<file path="src/logic/pmc_pkg.sv">
// Package of constants and types for the power mode controller.
package pmc_pkg;
  localparam int unsigned PMC_ADDR_W = 4;
  localparam logic [3:0] PMC_OFS_CTRL = 4'h0;
  localparam logic [3:0] PMC_OFS_MODE = 4'h4;
  localparam logic [3:0] PMC_OFS_STAT = 4'h8;
  localparam logic [3:0] PMC_OFS_WAKE = 4'hc;
  // Control register field positions.
  localparam int unsigned PMC_CTRL_KEEP = 7;
  localparam int unsigned PMC_CTRL_FSEL_LO = 4;
  localparam int unsigned PMC_CTRL_BOR = 2;
  localparam int unsigned PMC_CTRL_LVF = 1;
  localparam int unsigned PMC_CTRL_WDF = 0;
  localparam logic [7:0] PMC_CTRL_WMASK = 8'hb7;
  localparam logic [7:0] PMC_CTRL_RST = 8'h00;
  // Mode register field positions.
  localparam int unsigned PMC_MODE_FAST = 0;
  localparam int unsigned PMC_MODE_IDLE = 1;
  localparam int unsigned PMC_MODE_DIV_LO = 5;
  localparam logic [7:0] PMC_MODE_RST = 8'h01;
  // Status register field positions.
  localparam int unsigned PMC_STAT_PDF = 0;
  localparam int unsigned PMC_STAT_TO = 1;
  localparam int unsigned PMC_STAT_LSTB = 2;
  localparam int unsigned PMC_STAT_HSTB = 3;
  localparam int unsigned PMC_STAT_STATE_LO = 4;
  localparam logic [2:0] PMC_DIV_SLOW_MAX = 3'h1;
  localparam int unsigned PMC_PORTA_W = 8;
  // Fast oscillator frequency in MHz.
  localparam logic [4:0] PMC_FREQ_8 = 5'h08;
  localparam logic [4:0] PMC_FREQ_12 = 5'h0c;
  localparam logic [4:0] PMC_FREQ_16 = 5'h10;
  typedef enum logic [1:0] {
    PMC_RUN = 2'b00,
    PMC_SLEEP = 2'b01,
    PMC_IDLE_OFF = 2'b10,
    PMC_IDLE_ON = 2'b11
  } pmc_state_t;
  typedef enum logic [1:0] {
    PMC_WK_NONE = 2'b00,
    PMC_WK_PORT = 2'b01,
    PMC_WK_IRQ = 2'b10,
    PMC_WK_WDT = 2'b11
  } pmc_wake_t;
endpackage

</file>
<file path="src/logic/pmc_wake_if.sv">
// Interface between the controller and its wake detector.
`timescale 1ns/1ps
`default_nettype none
interface pmc_wake_if;
  logic arm;
  logic [7:0] pin_fall;
  logic [7:0] irq_ok;
  modport det (input arm, output pin_fall, output irq_ok);
  modport ctl (output arm, input pin_fall, input irq_ok);
endinterface
`default_nettype wire

</file>
<file path="src/logic/pmc_top.sv">
// Power mode controller: clock selection, low-power entry and wake-up.
// Overview of operation
// - Control bit 7 keeps system clock running in idle when set.
// - Two-bit select picks fast oscillator: 8, 16, 12 or 8 MHz.
// - Control bits 6 and 3 always read zero.
// - Brownout flag set by low-voltage reset, cleared by power-up or software zero.
// - Bad threshold register value resets and sets fault flag bit 1.
// - Bad watchdog configuration sets fault flag bit 0; software clears.
// - Fast select 0 with divider 000 or 001 selects slow sub-clock.
// - Fast select 1 or divider 010 to 111 uses fast oscillator.
// - Slow mode stops fast oscillator and its divided clocks.
// - Slow oscillator stable bit is readable by software.
// - Fast oscillator stable bit is readable by software.
// - Power-down with idle select 0 enters sleep.
// - Idle select 1 and keep bit 0 enters idle with clock off.
// - Idle select 1 and keep bit 1 enters idle with clock on.
// - Low-power entry holds state and clears watchdog counter.
// - Power-down entry sets power-down flag, clears watchdog expiry flag.
// - Wake on Port A falling edge, interrupt or watchdog overflow.
// - Watchdog overflow in low power sets expiry flag, partial reset.
// - Power-down flag cleared by power-up or clear-watchdog instruction.
// - Each Port A pin has a wake enable; wake resumes after halt.
// - Enabled interrupt with stack room is serviced; else resume after halt.
// - Interrupt pending before entry cannot wake the device.
`timescale 1ns/1ps
`default_nettype none
module pmc_top (
  input wire logic pclk,
  input wire logic presetn,
  input wire logic psel,
  input wire logic penable,
  input wire logic pwrite,
  input wire logic [3:0] paddr,
  input wire logic [31:0] pwdata,
  output logic [31:0] prdata,
  output logic pready,
  output logic pslverr,
  input wire logic halt_exec,
  input wire logic clrwdt_exec,
  input wire logic wdt_overflow,
  input wire logic lvr_event,
  input wire logic lv_config_bad,
  input wire logic wdt_config_bad,
  input wire logic slow_osc_ready,
  input wire logic fast_osc_ready,
  input wire logic [7:0] porta_in,
  input wire logic [7:0] irq_req,
  input wire logic [7:0] irq_enable,
  input wire logic stack_full,
  output logic fast_osc_enable,
  output logic [4:0] fast_osc_mhz,
  output logic sysclk_from_slow,
  output logic sysclk_run,
  output logic timebase_run,
  output logic cpu_halted,
  output logic wdt_clear,
  output logic partial_reset,
  output logic soft_reset,
  output logic irq_service
);
  typedef struct packed {
    logic [7:0] ctrl;
    logic [7:0] mode;
    logic [7:0] wake_en;
    logic powerdown_flag;
    logic to;
    pmc_pkg::pmc_state_t st;
    pmc_pkg::pmc_wake_t cause;
    logic [31:0] rdata;
    logic ready;
    logic err;
    logic fosc_en;
    logic [4:0] mhz;
    logic slow;
    logic sys_run;
    logic tb_run;
    logic halted;
    logic wclr;
    logic prst;
    logic srst;
    logic isvc;
  } pmc_st_t;

  pmc_st_t s_r, s_nxt;
  pmc_wake_if wk ();

  function automatic logic [4:0] freq_of(input logic [1:0] sel);
    case (sel)
      2'b01: freq_of = pmc_pkg::PMC_FREQ_16;
      2'b10: freq_of = pmc_pkg::PMC_FREQ_12;
      default: freq_of = pmc_pkg::PMC_FREQ_8;
    endcase
  endfunction

  function automatic logic is_slow(input logic [7:0] m);
    is_slow = !m[pmc_pkg::PMC_MODE_FAST] &&
              (m[pmc_pkg::PMC_MODE_DIV_LO +: 3] <= pmc_pkg::PMC_DIV_SLOW_MAX);
  endfunction

  pmc_wake_det u_det (
    .pclk(pclk),
    .presetn(presetn),
    .porta_in(porta_in),
    .porta_wake_enable(s_r.wake_en),
    .irq_req(irq_req),
    .wk(wk.det)
  );

  logic wr_commit;
  logic acc;
  logic [7:0] wb;
  logic wake_port;
  logic wake_irq;
  logic [7:0] irq_hit;
  logic low_power;

  assign acc = psel && !penable;
  // Writes commit only at the edge that completes the access phase.
  assign wr_commit = psel && penable && pwrite && s_r.ready;
  assign wb = pwdata[7:0];
  assign low_power = (s_r.st != pmc_pkg::PMC_RUN);
  assign wk.arm = low_power;
  assign wake_port = |wk.pin_fall;
  assign irq_hit = wk.irq_ok;
  assign wake_irq = |irq_hit;

  ////////////////////////////////////////////////////////////////////////////
  always_comb begin
    s_nxt = s_r;
    s_nxt.wclr = 1'b0;
    s_nxt.prst = 1'b0;
    s_nxt.srst = 1'b0;
    s_nxt.isvc = 1'b0;
    // Ready is raised in the setup cycle so every access takes one wait-free phase.
    s_nxt.ready = acc;
    s_nxt.err = 1'b0;
    if (acc && !pwrite) begin
      case (paddr)
        pmc_pkg::PMC_OFS_CTRL: s_nxt.rdata = {24'h000000,
                                 s_r.ctrl & pmc_pkg::PMC_CTRL_WMASK};
        pmc_pkg::PMC_OFS_MODE: s_nxt.rdata = {24'h000000, s_r.mode};
        pmc_pkg::PMC_OFS_STAT: s_nxt.rdata = {24'h000000, s_r.cause, s_r.st,
                                 fast_osc_ready, slow_osc_ready, s_r.to, s_r.powerdown_flag};
        pmc_pkg::PMC_OFS_WAKE: s_nxt.rdata = {24'h000000, s_r.wake_en};
        default: begin
          s_nxt.rdata = 32'h00000000;
          s_nxt.err = 1'b1;
        end
      endcase
    end else if (acc) begin
      s_nxt.rdata = 32'h00000000;
      // The error answer is prepared in setup so that it stands together with pready.
      case (paddr)
        pmc_pkg::PMC_OFS_CTRL, pmc_pkg::PMC_OFS_MODE, pmc_pkg::PMC_OFS_WAKE,
        pmc_pkg::PMC_OFS_STAT: s_nxt.err = 1'b0;
        default: s_nxt.err = 1'b1;
      endcase
    end
    if (wr_commit) begin
      case (paddr)
        pmc_pkg::PMC_OFS_CTRL: begin
          s_nxt.ctrl[7:3] = wb[7:3] & pmc_pkg::PMC_CTRL_WMASK[7:3];
          // Flags accept only a written zero.
          s_nxt.ctrl[2:0] = s_r.ctrl[2:0] & wb[2:0];
        end
        pmc_pkg::PMC_OFS_MODE: s_nxt.mode = wb;
        pmc_pkg::PMC_OFS_WAKE: s_nxt.wake_en = wb;
        default: s_nxt.wake_en = s_r.wake_en;
      endcase
    end
    // Hardware sets win over a software clear in the same cycle.
    if (lvr_event) begin
      s_nxt.ctrl[pmc_pkg::PMC_CTRL_BOR] = 1'b1;
    end
    if (lv_config_bad) begin
      s_nxt.ctrl[pmc_pkg::PMC_CTRL_LVF] = 1'b1;
      s_nxt.srst = 1'b1;
    end
    if (wdt_config_bad) begin
      s_nxt.ctrl[pmc_pkg::PMC_CTRL_WDF] = 1'b1;
      s_nxt.srst = 1'b1;
    end
    if (clrwdt_exec) begin
      s_nxt.powerdown_flag = 1'b0;
    end
    case (s_r.st)
      pmc_pkg::PMC_RUN: begin
        if (halt_exec) begin
          s_nxt.powerdown_flag = 1'b1;
          s_nxt.to = 1'b0;
          s_nxt.wclr = 1'b1;
          s_nxt.cause = pmc_pkg::PMC_WK_NONE;
          if (!s_r.mode[pmc_pkg::PMC_MODE_IDLE]) begin
            s_nxt.st = pmc_pkg::PMC_SLEEP;
          end else if (!s_r.ctrl[pmc_pkg::PMC_CTRL_KEEP]) begin
            s_nxt.st = pmc_pkg::PMC_IDLE_OFF;
          end else begin
            s_nxt.st = pmc_pkg::PMC_IDLE_ON;
          end
        end
      end
      pmc_pkg::PMC_SLEEP, pmc_pkg::PMC_IDLE_OFF, pmc_pkg::PMC_IDLE_ON: begin
        // Watchdog wake has priority; it restarts only program counter and stack.
        if (wdt_overflow) begin
          s_nxt.st = pmc_pkg::PMC_RUN;
          s_nxt.to = 1'b1;
          s_nxt.prst = 1'b1;
          s_nxt.cause = pmc_pkg::PMC_WK_WDT;
        end else if (wake_port) begin
          s_nxt.st = pmc_pkg::PMC_RUN;
          s_nxt.cause = pmc_pkg::PMC_WK_PORT;
        end else if (wake_irq) begin
          s_nxt.st = pmc_pkg::PMC_RUN;
          s_nxt.cause = pmc_pkg::PMC_WK_IRQ;
          s_nxt.isvc = |(irq_hit & irq_enable) && !stack_full;
        end
      end
      default: s_nxt.st = pmc_pkg::PMC_RUN;
    endcase
    // Clock outputs follow the next state so they match the registered mode.
    s_nxt.slow = is_slow(s_nxt.mode);
    s_nxt.mhz = freq_of(s_nxt.ctrl[pmc_pkg::PMC_CTRL_FSEL_LO +: 2]);
    s_nxt.sys_run = (s_nxt.st == pmc_pkg::PMC_RUN) ||
                    (s_nxt.st == pmc_pkg::PMC_IDLE_ON);
    s_nxt.tb_run = (s_nxt.st != pmc_pkg::PMC_SLEEP);
    s_nxt.halted = (s_nxt.st != pmc_pkg::PMC_RUN);
    // The fast oscillator runs only while something uses it.
    s_nxt.fosc_en = !s_nxt.slow && s_nxt.sys_run;
  end

  always_ff @(posedge pclk or negedge presetn) begin
    if (!presetn) begin
      s_r <= '0;
      s_r.ctrl <= pmc_pkg::PMC_CTRL_RST;
      s_r.mode <= pmc_pkg::PMC_MODE_RST;
      s_r.mhz <= pmc_pkg::PMC_FREQ_8;
      s_r.fosc_en <= 1'b1;
      s_r.sys_run <= 1'b1;
      s_r.tb_run <= 1'b1;
    end else begin
      s_r <= s_nxt;
    end
  end

  assign prdata = s_r.rdata;
  assign pready = s_r.ready;
  assign pslverr = s_r.err;
  assign fast_osc_enable = s_r.fosc_en;
  assign fast_osc_mhz = s_r.mhz;
  assign sysclk_from_slow = s_r.slow;
  assign sysclk_run = s_r.sys_run;
  assign timebase_run = s_r.tb_run;
  assign cpu_halted = s_r.halted;
  assign wdt_clear = s_r.wclr;
  assign partial_reset = s_r.prst;
  assign soft_reset = s_r.srst;
  assign irq_service = s_r.isvc;
endmodule
`default_nettype wire

</file>
<file path="src/logic/pmc_wake_det.sv">
// Port A falling edge detector and interrupt pre-pend mask.
`timescale 1ns/1ps
`default_nettype none
module pmc_wake_det (
  input wire logic pclk,
  input wire logic presetn,
  input wire logic [7:0] porta_in,
  input wire logic [7:0] porta_wake_enable,
  input wire logic [7:0] irq_req,
  pmc_wake_if.det wk
);
  typedef struct packed {
    logic [7:0] prev;
    logic arm_d;
    logic [7:0] pend_mask;
  } pmc_wd_st_t;
  pmc_wd_st_t s_r, s_nxt;
  always_comb begin
    s_nxt = s_r;
    s_nxt.prev = porta_in;
    s_nxt.arm_d = wk.arm;
    // Requests already standing when the low-power mode starts are masked.
    if (wk.arm && !s_r.arm_d) begin
      s_nxt.pend_mask = irq_req;
    end
  end
  always_ff @(posedge pclk or negedge presetn) begin
    if (!presetn) begin
      s_r <= '0;
    end else begin
      s_r <= s_nxt;
    end
  end
  assign wk.pin_fall = s_r.prev & ~porta_in & porta_wake_enable;
  assign wk.irq_ok = irq_req & ~s_r.pend_mask & {8{s_r.arm_d}};
endmodule
`default_nettype wire

</file>
<file path="config.mk">
export PLATFORM = sky130hd
export DESIGN_NAME = pmc_top
export DESIGN_NICKNAME = d
export VERILOG_FILES = /design/src/logic/pmc_pkg.sv /design/src/logic/pmc_wake_if.sv /design/src/logic/pmc_top.sv /design/src/logic/pmc_wake_det.sv
export SDC_FILE = /design/constraint.sdc
export NUM_CORES = 1
export LEC_CHECK = 0
export ABC_AREA = 1
export BUFFER_PORTS_ARGS = -buffer_cell sky130_fd_sc_hd__buf_2
export CORE_ASPECT_RATIO = 1.1
export CORE_UTILIZATION = 23
export CTS_BUF_LIST = sky130_fd_sc_hd__clkbuf_8
export DETAILED_ROUTE_END_ITERATION = 8
export PLACE_DENSITY_LB_ADDON = 0.12
export SLEW_MARGIN = 20
export SYNTH_ARGS = -nofsm -noshare
export SYNTH_HDL_FRONTEND = slang
export SYNTH_SLANG_ARGS = --single-unit
</file>
<file path="constraint.sdc">
create_clock -name pclk -period 1.9 [get_ports pclk]
set_clock_uncertainty 0.1 [all_clocks]
set_input_delay 0.285 -clock pclk [delete_from_list [all_inputs] [get_ports pclk]]
set_output_delay 0.285 -clock pclk [all_outputs]
set_load 0.02 [all_outputs]
</file>
==> results of run 1 <==
==> final timing paths <==
kind	startpoint	end	slack, ns	cells past startpoint
max	u_det.s_r[8]	fast_osc_enable	0.08	12
min	clrwdt_exec	s_r[53]	0.01	2
max reg2reg	u_det.s_r[8]	fast_osc_enable	0.08	12
min reg2reg	prdata[0]	prdata[0]	0.38	2
max in group asynchronous	presetn	fast_osc_enable	0.98	3
min in group asynchronous	presetn	u_det.s_r[5]	0.38	3
==> cell usage after synthesis (2+ instances only) <==
| cell type | instances |
|---|---|
| o21ai_0 | 8 |
| nand2_1 | 107 |
| o21ai_1 | 15 |
| nand3b_1 | 3 |
| a21oi_1 | 8 |
| nor2_2 | 2 |
| nor2_1 | 33 |
| inv_2 | 4 |
| o21ai_2 | 2 |
| ha_1 | 2 |
| nand4_1 | 6 |
| dfrtp_1 | 62 |
| inv_1 | 52 |
| nand2_4 | 2 |
| buf_2 | 4 |
| o22ai_1 | 5 |
| nand3_1 | 19 |
| buf_4 | 37 |
| dfstp_2 | 5 |
| nor2_4 | 2 |
| nand2_2 | 3 |
==> worst max-delay path: cells and delay by family, from the launching register on <==
kind,cells,cell delay [ns]
AND/OR/NAND/NOR,8,0.67
buffers and inverters,3,0.24
adder cells (fa/ha/maj),1,0.30
flip-flops,1,0.44
==> routing by layer <==
metal,track usage,wire (um),up-vias
li1,-,-,1337
met1,0.149,3730,1181
met2,0.199,3910,62
met3,0.0325,315,14
met4,0.0504,150,0
met5,0,0,-
==> flip-flops by register name, indices dropped and copies added, names as in the netlist, 3 cells and up, named ones only <==
register	cells
prdata	8
fast_osc_mhz	3
u_det.s_r	17
s_r	27
==> final cells by class <==
class,count,area [um2]
fill,1522,9650
sequential,67,1680
multi-input combinational,249,1160
timing repair buffer,102,644
tap,188,235
inverter,57,214
clock buffer,9,124
clock inverter,7,85.1
==> cells by family (layout without fill, tap and decap cells) <==
group | Yosys count | count (layout)
buffers and inverters | 99 | 175
other | 1 | 26
adder cells (fa/ha/maj) | 2 | 2
AO/OA/AOI/OAI | 38 | 38
multiplexers | 2 | 2
flip-flops | 67 | 67
AND/OR/NAND/NOR | 181 | 181
==> power groups by stage <==
stage	logic [mW]	registers [mW]	clock network (mW)
finish	1.05	1.76	1.31
global route	1.20	1.79	1.42
CTS	0.915	1.78	1.36
detailed placement	0.893	1.80	0
global placement	0.884	1.80	0
floorplan	0.568	1.82	0
==> through the flow <==
step / hold WS (ns) / instance area, um2
4_1_cts: 0.00422 / 4060
3_5_place_dp: 0.254 / 3740
5_1_grt: 0.0231 / 4150
2_1_floorplan: -0.111 / 3340
3_3_place_gp: 0.251 / 3740
6_report: 0.0109 / 4150
==> what timing repair did <==
action	4_1_cts	5_1_grt
hold buffers	11	0
resized for setup	1	10
hold endpoints to repair	72	0
endpoints found under the setup margin	1	3
pin swaps	0	10
buffers inserted	0	7
==> flow_summary_export.csv, run 1 <==
group,metric,value,unit
clock_tree,clockBufferDepth,2,
synthesis,synthSimpleGateAreaFrac,0.245,
setup_path,cp_cell_sequence,"buf_6 -> nand3b_1 -> nand2_1 -> nor2_2 -> nand2_2 -> inv_2 -> nand2_2 -> nor2_1 -> nor2_1 -> ha_1 -> nand2_1 -> inv_1",
final_layout,finalNonFillerCells,679,
synthesis,synth_compound_area_frac,0.0628,
setup_path,crit_required,2.10,ns
synthesis,synth_top_family_by_area,"simple AND/OR/NAND/NOR gates",
clock_tree,tritoncts,"done",
final_layout,layout-drive-gt1-share,0.277,
synthesis,synth_fa_ha_area_frac,0.00770,
setup_path,cp-start-kind,"register",
synthesis,synth_edf_count,0,
synthesis,yosysTopAreaCellShare,0.478,
setup_path,endpoint_kind,"register",
route,wl_per_cell,11.9,um
place,port_buffers,71,
power,finalPower,4.13,mW
global_route,grt_pass1_wl,13100,um
power,switching_share,0.314,
sta,rsz0062_at_grt,"yes",
power,p_sw,1.30,mW
power,peakVddDrop,0.000329,V
synthesis,ys.flop_type,"dfrtp_1",
power,seq_power_share,0.427,
synthesis,ys_seq_area_frac,0.518,
global_route,first_global_vias,2599,
final_layout,nets,562,
route,vias_per_cell,3.82,
final_layout,final_common_cell,"nand2_1",
place,dpl.cell_count,645,
clock_tree,root_buffer,"clkbuf_8",
final_layout,area_growth,27.7,%
global_route,antenna_found_initial,0,
floorplanning,dieHeight,127,um
final_layout,diodes,0,
clock_tree,clkLatencyLatePin,0.36,ns
clock_tree,clk_pin_slew,0.08,ns
power,p_int,2.84,mW
synthesis,syn_area_per_cell,8.33,um2
clock_tree,numClockSinks,67,
route,wl,8100,um
floorplanning,die_w,115,um
place,dp_slack,0.000740,ns
route,drcViolationCount,0,
synthesis,muxShareOfSynthArea,0.00693,
clock_tree,cts_buffers,9,
floorplanning,ios,122,
setup_path,worstPathMaxFanout,4,
outcome,status,"complete, no violations",
setup_path,cp_slowest_cell,"dfrtp_2",
run,maxCapViolCount,0,
power,power.density,996,mW/mm2
power,combPwrFrac,0.255,
sta,setup_slack,0.0793,ns
final_layout,final_cell_mix,"nand2_1 (105), buf_2 (71), dfrtp_1 (61)",
sta,fin_crit_sh,0.958,
worst_hold_path,worstHoldPathType,"in2reg",
route,drt-initial-drc-count,110,
clock_tree,cts_htree_levels,3,
sta,fmax,0.549,GHz
synthesis,synth_area,0.00325,mm2
synthesis,synth.largest_area_cell,"dfrtp_1",
synthesis,synth.area.top_cells,"dfrtp_1 (48%), nand2_1 (12%), buf_4 (8.6%), inv_1 (6.0%), dfstp_2 (4.0%)",
floorplanning,rows,45,
route,dr_total_vias,2594,
synthesis,synth_warnings,0,
global_route,grt_max_degree,68,
synthesis,synth_cell_types,30,
place,gp_congestion,0.739,
sta,finalSetupViolCount,0,
power,p_leak,2.22,nW
synthesis,ys_async_sr_fraction,1.00,
synthesis,syn_inst,390,
synthesis,ys_seq_elements,67,
power,power.share.clock,0.318,
synthesis,synth_xor_area_frac,0,
route,dr.pass1.iters,4,
sta,hold_violations,0,
sta,final.setup.tns,0,ns
floorplanning,start_util,0.235,
global_route,overflow,0,
setup_path,crit_type,"reg2reg",
setup_path,arrival,2.02,ns
sta,maxSlewViolCount,0,
floorplanning,core,0.0138,mm2
final_layout,fin_util,0.301,
floorplanning,dieArea,0.0146,mm2
sta,fin_crit,1.82,ns
setup_path,cp_slowest_stage_delay,0.44,ns
route,ant_nets,0,
place,place_hpwl,5860,um
global_route,grt_util_all_layers,0.121,
(Power assumes the default switching activity.)
==> run 2, diff against run 1 <==
- CTS_BUF_LIST: sky130_fd_sc_hd__clkbuf_8 -> sky130_fd_sc_hd__clkbuf_16
- GPL_TIMING_DRIVEN: not set -> 0
==> run 2 against run 1 <==
Setup slack better by 0.028 ns. Die area is the same. Worst hold slack improved by 0.018 ns. Non-clock buffer count increased by 26. Via count increased by 3.2%. Sequential share of layout area shrank 3.0 points. Clock-buffer cell count unchanged. Routed wire length up 1.3%. Combinational power grew 9%. Core utilization is 2.4 points higher.
==> flow_summary_export.csv, run 2 (synthesis results as in run 1) <==
group,metric,value,unit
route,vias_per_cell,3.80,
global_route,grt_util_all_layers,0.123,
setup_path,crit_path_start,"u_det.s_r[8]",
place,place_hpwl,6050,um
clock_tree,root_buffer,"clkbuf_16",
route,drcViolationCount,0,
clock_tree,tritoncts,"done",
sta,fin_crit_sh,0.943,
floorplanning,dieHeight,127,um
setup_path,reg2reg_slack,0.11,ns
clock_tree,cts_buffers,9,
sta,worst_pin_slew,0.579,ns
final_layout,multiInputGateArea,0.00122,mm2
route,wl_per_cell,11.7,um
final_layout,area_growth,38.1,%
final_layout,fill_cells,1514,
setup_path,cp_cell_sequence,"buf_6 -> nand3b_1 -> nand2_1 -> nor2_2 -> nand2_2 -> inv_2 -> nand2_2 -> o21ai_4 -> ha_4 -> nand2_1 -> inv_1",
sta,hold_violations,0,
setup_path,r2r-end,"fast_osc_enable",
setup_path,cp_slowest_stage_delay,0.42,ns
setup_path,crit_type,"reg2reg",
sta,fmax,0.558,GHz
final_layout,final_common_cell,"nand2_1",
setup_path,cp_slowest_cell,"dfrtp_2",
floorplanning,rows,45,
global_route,first_global_vias,2633,
run,maxCapViolCount,0,
route,drt-initial-drc-count,91,
final_layout,layout-drive-gt1-share,0.329,
place,gp_congestion,0.733,
final_layout,final_cell_mix,"nand2_1 (103), buf_2 (73), dfrtp_1 (61)",
setup_path,cp.depth,11,
global_route,antenna_found_initial,0,
setup_path,crit_required,2.07,ns
clock_tree,clk_pin_slew,0.06,ns
clock_tree,cts_htree_levels,3,
sta,finalSetupViolCount,0,
setup_path,endpoint_kind,"register",
floorplanning,start_util,0.235,
setup_path,r2r_cells,11,
final_layout,top_register,"s_r",
setup_path,worstPathMaxFanout,4,
sta,fin_crit,1.79,ns
final_layout,finalNonFillerCells,704,
outcome,status,"complete, no violations",
place,postPlaceCellArea,0.00396,mm2
floorplanning,ios,122,
setup_path,r2r_start,"u_det.s_r[8]",
global_route,overflow,0,
clock_tree,clkLatencyLatePin,0.33,ns
worst_hold_path,worstHoldPathType,"in2reg",
final_layout,nets,588,
sta,relSlewSlack,0.612,
place,port_buffers,71,
clock_tree,numClockSinks,67,
setup_path,cp-endpoint,"fast_osc_enable",
power,p_leak,2.41,nW
global_route,grt_pass1_wl,13300,um
final_layout,largest_register_ffs,27,
final_layout,diodes,0,
sta,setup_slack,0.108,ns
setup_path,crit_buf_inv,3,
place,dpl.cell_count,675,
floorplanning,core,0.0138,mm2
setup_path,cp-start-kind,"register",
place,dp_slack,-0.124,ns
route,ant_nets,0,
floorplanning,dieArea,0.0146,mm2
setup_path,arrival,1.96,ns
worst_hold_path,min_from,"penable",
route,dr_total_vias,2678,
setup_path,cpLargestDelayFamily,"simple AND/OR/NAND/NOR gates",
sta,maxSlewViolCount,0,
global_route,grt_max_degree,39,
floorplanning,die_w,115,um
final_layout,fin_area,0.00448,mm2
power,peakVddDrop,0.000373,V
power,power.density,1040,mW/mm2
final_layout,regArea,0.00168,mm2
clock_tree,clockBufferDepth,2,
route,dr.pass1.iters,4,
route,wl,8210,um
[run 2: per-layer routing]
| layer | share of wire | wire [um] | up-vias | GRT usage |
|---|---|---|---|---|
| li1 | - | - | 1386 | - |
| met1 | 0.45 | 3710 | 1229 | 0.149 |
| met2 | 0.49 | 4030 | 55 | 0.206 |
| met3 | 0.042 | 341 | 8 | 0.0339 |
| met4 | 0.015 | 119 | 0 | 0.0481 |
| met5 | 0 | 0 | - | 0 |
[run 2: area by class of cell]
type                    count  area share
clock inverters             6      0.0167
repair buffers             87       0.118
multi-input cells         249       0.273
plain buffers              41      0.0661
clock buffers               9      0.0502
flip-flops and latches     67       0.376
inverters                  57      0.0477
well taps                 188      0.0525
[run 2: power by group]
group          total [mW]  internal (mW)  switching, mW
Sequential           1.76           1.67         0.0972
Clock                1.74           1.12          0.619
Combinational        1.14          0.484          0.653
[run 2: how the worst min path moves through the flow]
| stage | end | cells after the start |
|---|---|---|
| floorplan | async pin | 0 |
| global placement | u_det.s_r[11] | 1 |
| detailed placement | u_det.s_r[11] | 1 |
| CTS | pready | 2 |
| global route | s_r[53] | 2 |
| finish | pready | 2 |
[run 2: stage by stage]
step | setup TNS [ns] | hold slack, ns | utilization | total power [mW]
final | 0 | 0.0288 | 0.325 | 4.64
after global routing | -0.00274 | 0.0253 | 0.325 | 4.94
after CTS | 0 | 0.0165 | 0.316 | 4.50
after detailed placement | -0.156 | 0.162 | 0.287 | 2.69
after global placement | -1.51 | 0.310 | 0.285 | 2.68
after floorplan | 0 | -0.111 | - | 2.39
[run 2: what timing repair did]
item	in CTS	in global routing
cloned	0	0
pin swaps	0	9
buffers inserted	0	6
endpoints found under the setup margin	3	3
hold endpoints to repair	36	0
hold buffers	9	0
gates resized for setup	6	19
[run 2: worst reg2reg max path, cell delays in order (launching register included)]
cell      delay, ns
dfrtp_2        0.42
buf_6          0.13
nand3b_1       0.10
nand2_1        0.07
nor2_2         0.14
nand2_2        0.08
inv_2          0.07
nand2_2        0.06
o21ai_4        0.22
ha_4           0.24
nand2_1        0.05
inv_1          0.04
==> run 3, diff against run 2 <==
- CORE_UTILIZATION: 23 -> 42
==> run 3 against run 2 <==
Clock power about the same. Register-to-register slack is essentially flat. Setup slack better by 0.0078 ns.
==> flow_summary_export.csv, run 3 (synthesis results as in run 1) <==
group,metric,value,unit
route,drcViolationCount,0,
setup_path,cpLargestDelayFamily,"simple AND/OR/NAND/NOR gates",
run,maxCapViolCount,0,
sta,fmax,0.560,GHz
clock_tree,cts_buffers,9,
global_route,grt_pass1_wl,11800,um
setup_path,crit_type,"in2reg",
clock_tree,tritoncts,"done",
global_route,first_global_vias,2599,
final_layout,largest_register_ffs,27,
setup_path,r2r_start,"u_det.s_r[8]",
setup_path,cp_cell_sequence,"dlygate4sd3_1 -> buf_2 -> nand3b_1 -> nand2_1 -> nor2_2 -> nand3_4 -> nor2_1 -> nor2_1 -> ha_1 -> nand2_1 -> inv_1",
route,dr.pass1.iters,4,
global_route,grt_max_degree,49,
floorplanning,die_w,85.9,um
floorplanning,dieHeight,94.2,um
setup_path,cp_slowest_cell,"dlygate4sd3_1",
power,peakVddDrop,0.000628,V
clock_tree,root_buffer,"clkbuf_16",
final_layout,fill_cells,735,
outcome,status,"complete, no violations",
setup_path,worstPathMaxFanout,4,
route,drt-initial-drc-count,148,
sta,finalSetupViolCount,0,
setup_path,arrival,1.94,ns
setup_path,endpoint_kind,"register",
sta,fin_crit,1.78,ns
route,wl_per_cell,11.4,um
place,port_buffers,71,
route,wl,7050,um
power,p_leak,2.39,nW
sta,fin_crit_sh,0.939,
route,dr_total_vias,2676,
final_layout,final_cell_mix,"nand2_1 (105), buf_2 (72), dfrtp_1 (62)",
sta,worst_pin_slew,0.541,ns
setup_path,crit_path_start,"porta_in[0]",
floorplanning,dieArea,0.00809,mm2
final_layout,layout-drive-gt1-share,0.321,
floorplanning,ios,122,
final_layout,final_common_cell,"nand2_1",
floorplanning,start_util,0.435,
global_route,antenna_found_initial,0,
global_route,grt_util_all_layers,0.191,
final_layout,top_register,"s_r",
final_layout,fin_area,0.00434,mm2
clock_tree,cts_htree_levels,3,
setup_path,cp_slowest_stage_delay,0.52,ns
power,finalPower,4.50,mW
floorplanning,rows,33,
clock_tree,numClockSinks,67,
sta,relSlewSlack,0.637,
final_layout,area_growth,33.5,%
route,vias_per_cell,4.34,
sta,maxSlewViolCount,0,
final_layout,nets,582,
global_route,overflow,0,
floorplanning,core,0.00747,mm2
worst_hold_path,min_from,"porta_in[1]",
place,place_hpwl,5120,um
place,gp_congestion,0.771,
power,power.density,1040,mW/mm2
clock_tree,clk_pin_slew,0.05,ns
sta,hold_violations,0,
route,ant_nets,0,
setup_path,crit_buf_inv,3,
worst_hold_path,worstHoldPathType,"in2reg",
place,postPlaceCellArea,0.00386,mm2
clock_tree,clkLatencyLatePin,0.33,ns
final_layout,fin_util,0.580,
clock_tree,clockBufferDepth,2,
setup_path,crit_required,2.06,ns
setup_path,cp-start-kind,"primary input",
final_layout,diodes,0,
[run 3: metrics by stage]
stage                     cells  worst slack (ns)  hold WS (ns)  TNS [ns]
final                       616             0.115       0.00492         0
after global routing        616          -0.00356        0.0112  -0.00356
after CTS                   616            0.0191       0.00252         0
after detailed placement    592           -0.0518        0.0887   -0.0518
after global placement      591           -0.0779         0.308   -0.0779
after floorplan             415             0.245        -0.111         0
[run 3: power by group]
group	leakage (nW)	switching (mW)	internal (mW)	total [mW]
Sequential	0.823	0.0920	1.67	1.76
Clock	0.152	0.591	1.13	1.72
Combinational	1.42	0.627	0.398	1.02
[run 3: repair_timing]
item	4_1_cts	5_1_grt
hold buffers	8	0
gates resized for setup	3	22
endpoints found under the hold margin	26	0
setup endpoints to repair	1	3
buffers inserted	0	1
pin swaps	0	9
[run 3: layer usage]
| layer | routed length (um) | global-route usage | vias up |
|---|---|---|---|
| met5 | 0 | 0 | - |
| met1 | 3050 | 0.230 | 1229 |
| met4 | 78 | 0.0708 | 0 |
| met2 | 3600 | 0.341 | 62 |
| li1 | - | - | 1378 |
| met3 | 324 | 0.0351 | 7 |
[run 3: worst paths after layout]
check,to,slack (ns),cells after the start
max,fast_osc_enable,0.12,11
min,u_det.s_r[10],0.005,1
max reg2reg,fast_osc_enable,0.12,11
min reg2reg,prdata[2],0.37,2
max in group asynchronous,s_r[62],0.81,3
min in group asynchronous,u_det.s_r[2],0.30,2
[run 3: worst register-to-register path, cell delays in order, from the launching register on]
cell and delay, ns:
dfrtp_1 0.37, buf_6 0.14, nand3_1 0.11, nand2_1 0.07, nor2_2 0.14, nand2_2 0.09
inv_2 0.06, nand2_1 0.08, o21ai_4 0.18, ha_1 0.26, nand2_1 0.07, inv_1 0.04
[run 3: area by class of cell]
type | instances | area (um2) | area share
plain buffers | 42 | 308 | 0.0710
clock inverters | 7 | 83.8 | 0.0193
flip-flops and latches | 67 | 1680 | 0.388
inverters | 57 | 214 | 0.0494
multi-input cells | 249 | 1220 | 0.281
clock buffers | 9 | 225 | 0.0519
repair buffers | 80 | 470 | 0.109
well taps | 105 | 131 | 0.0303
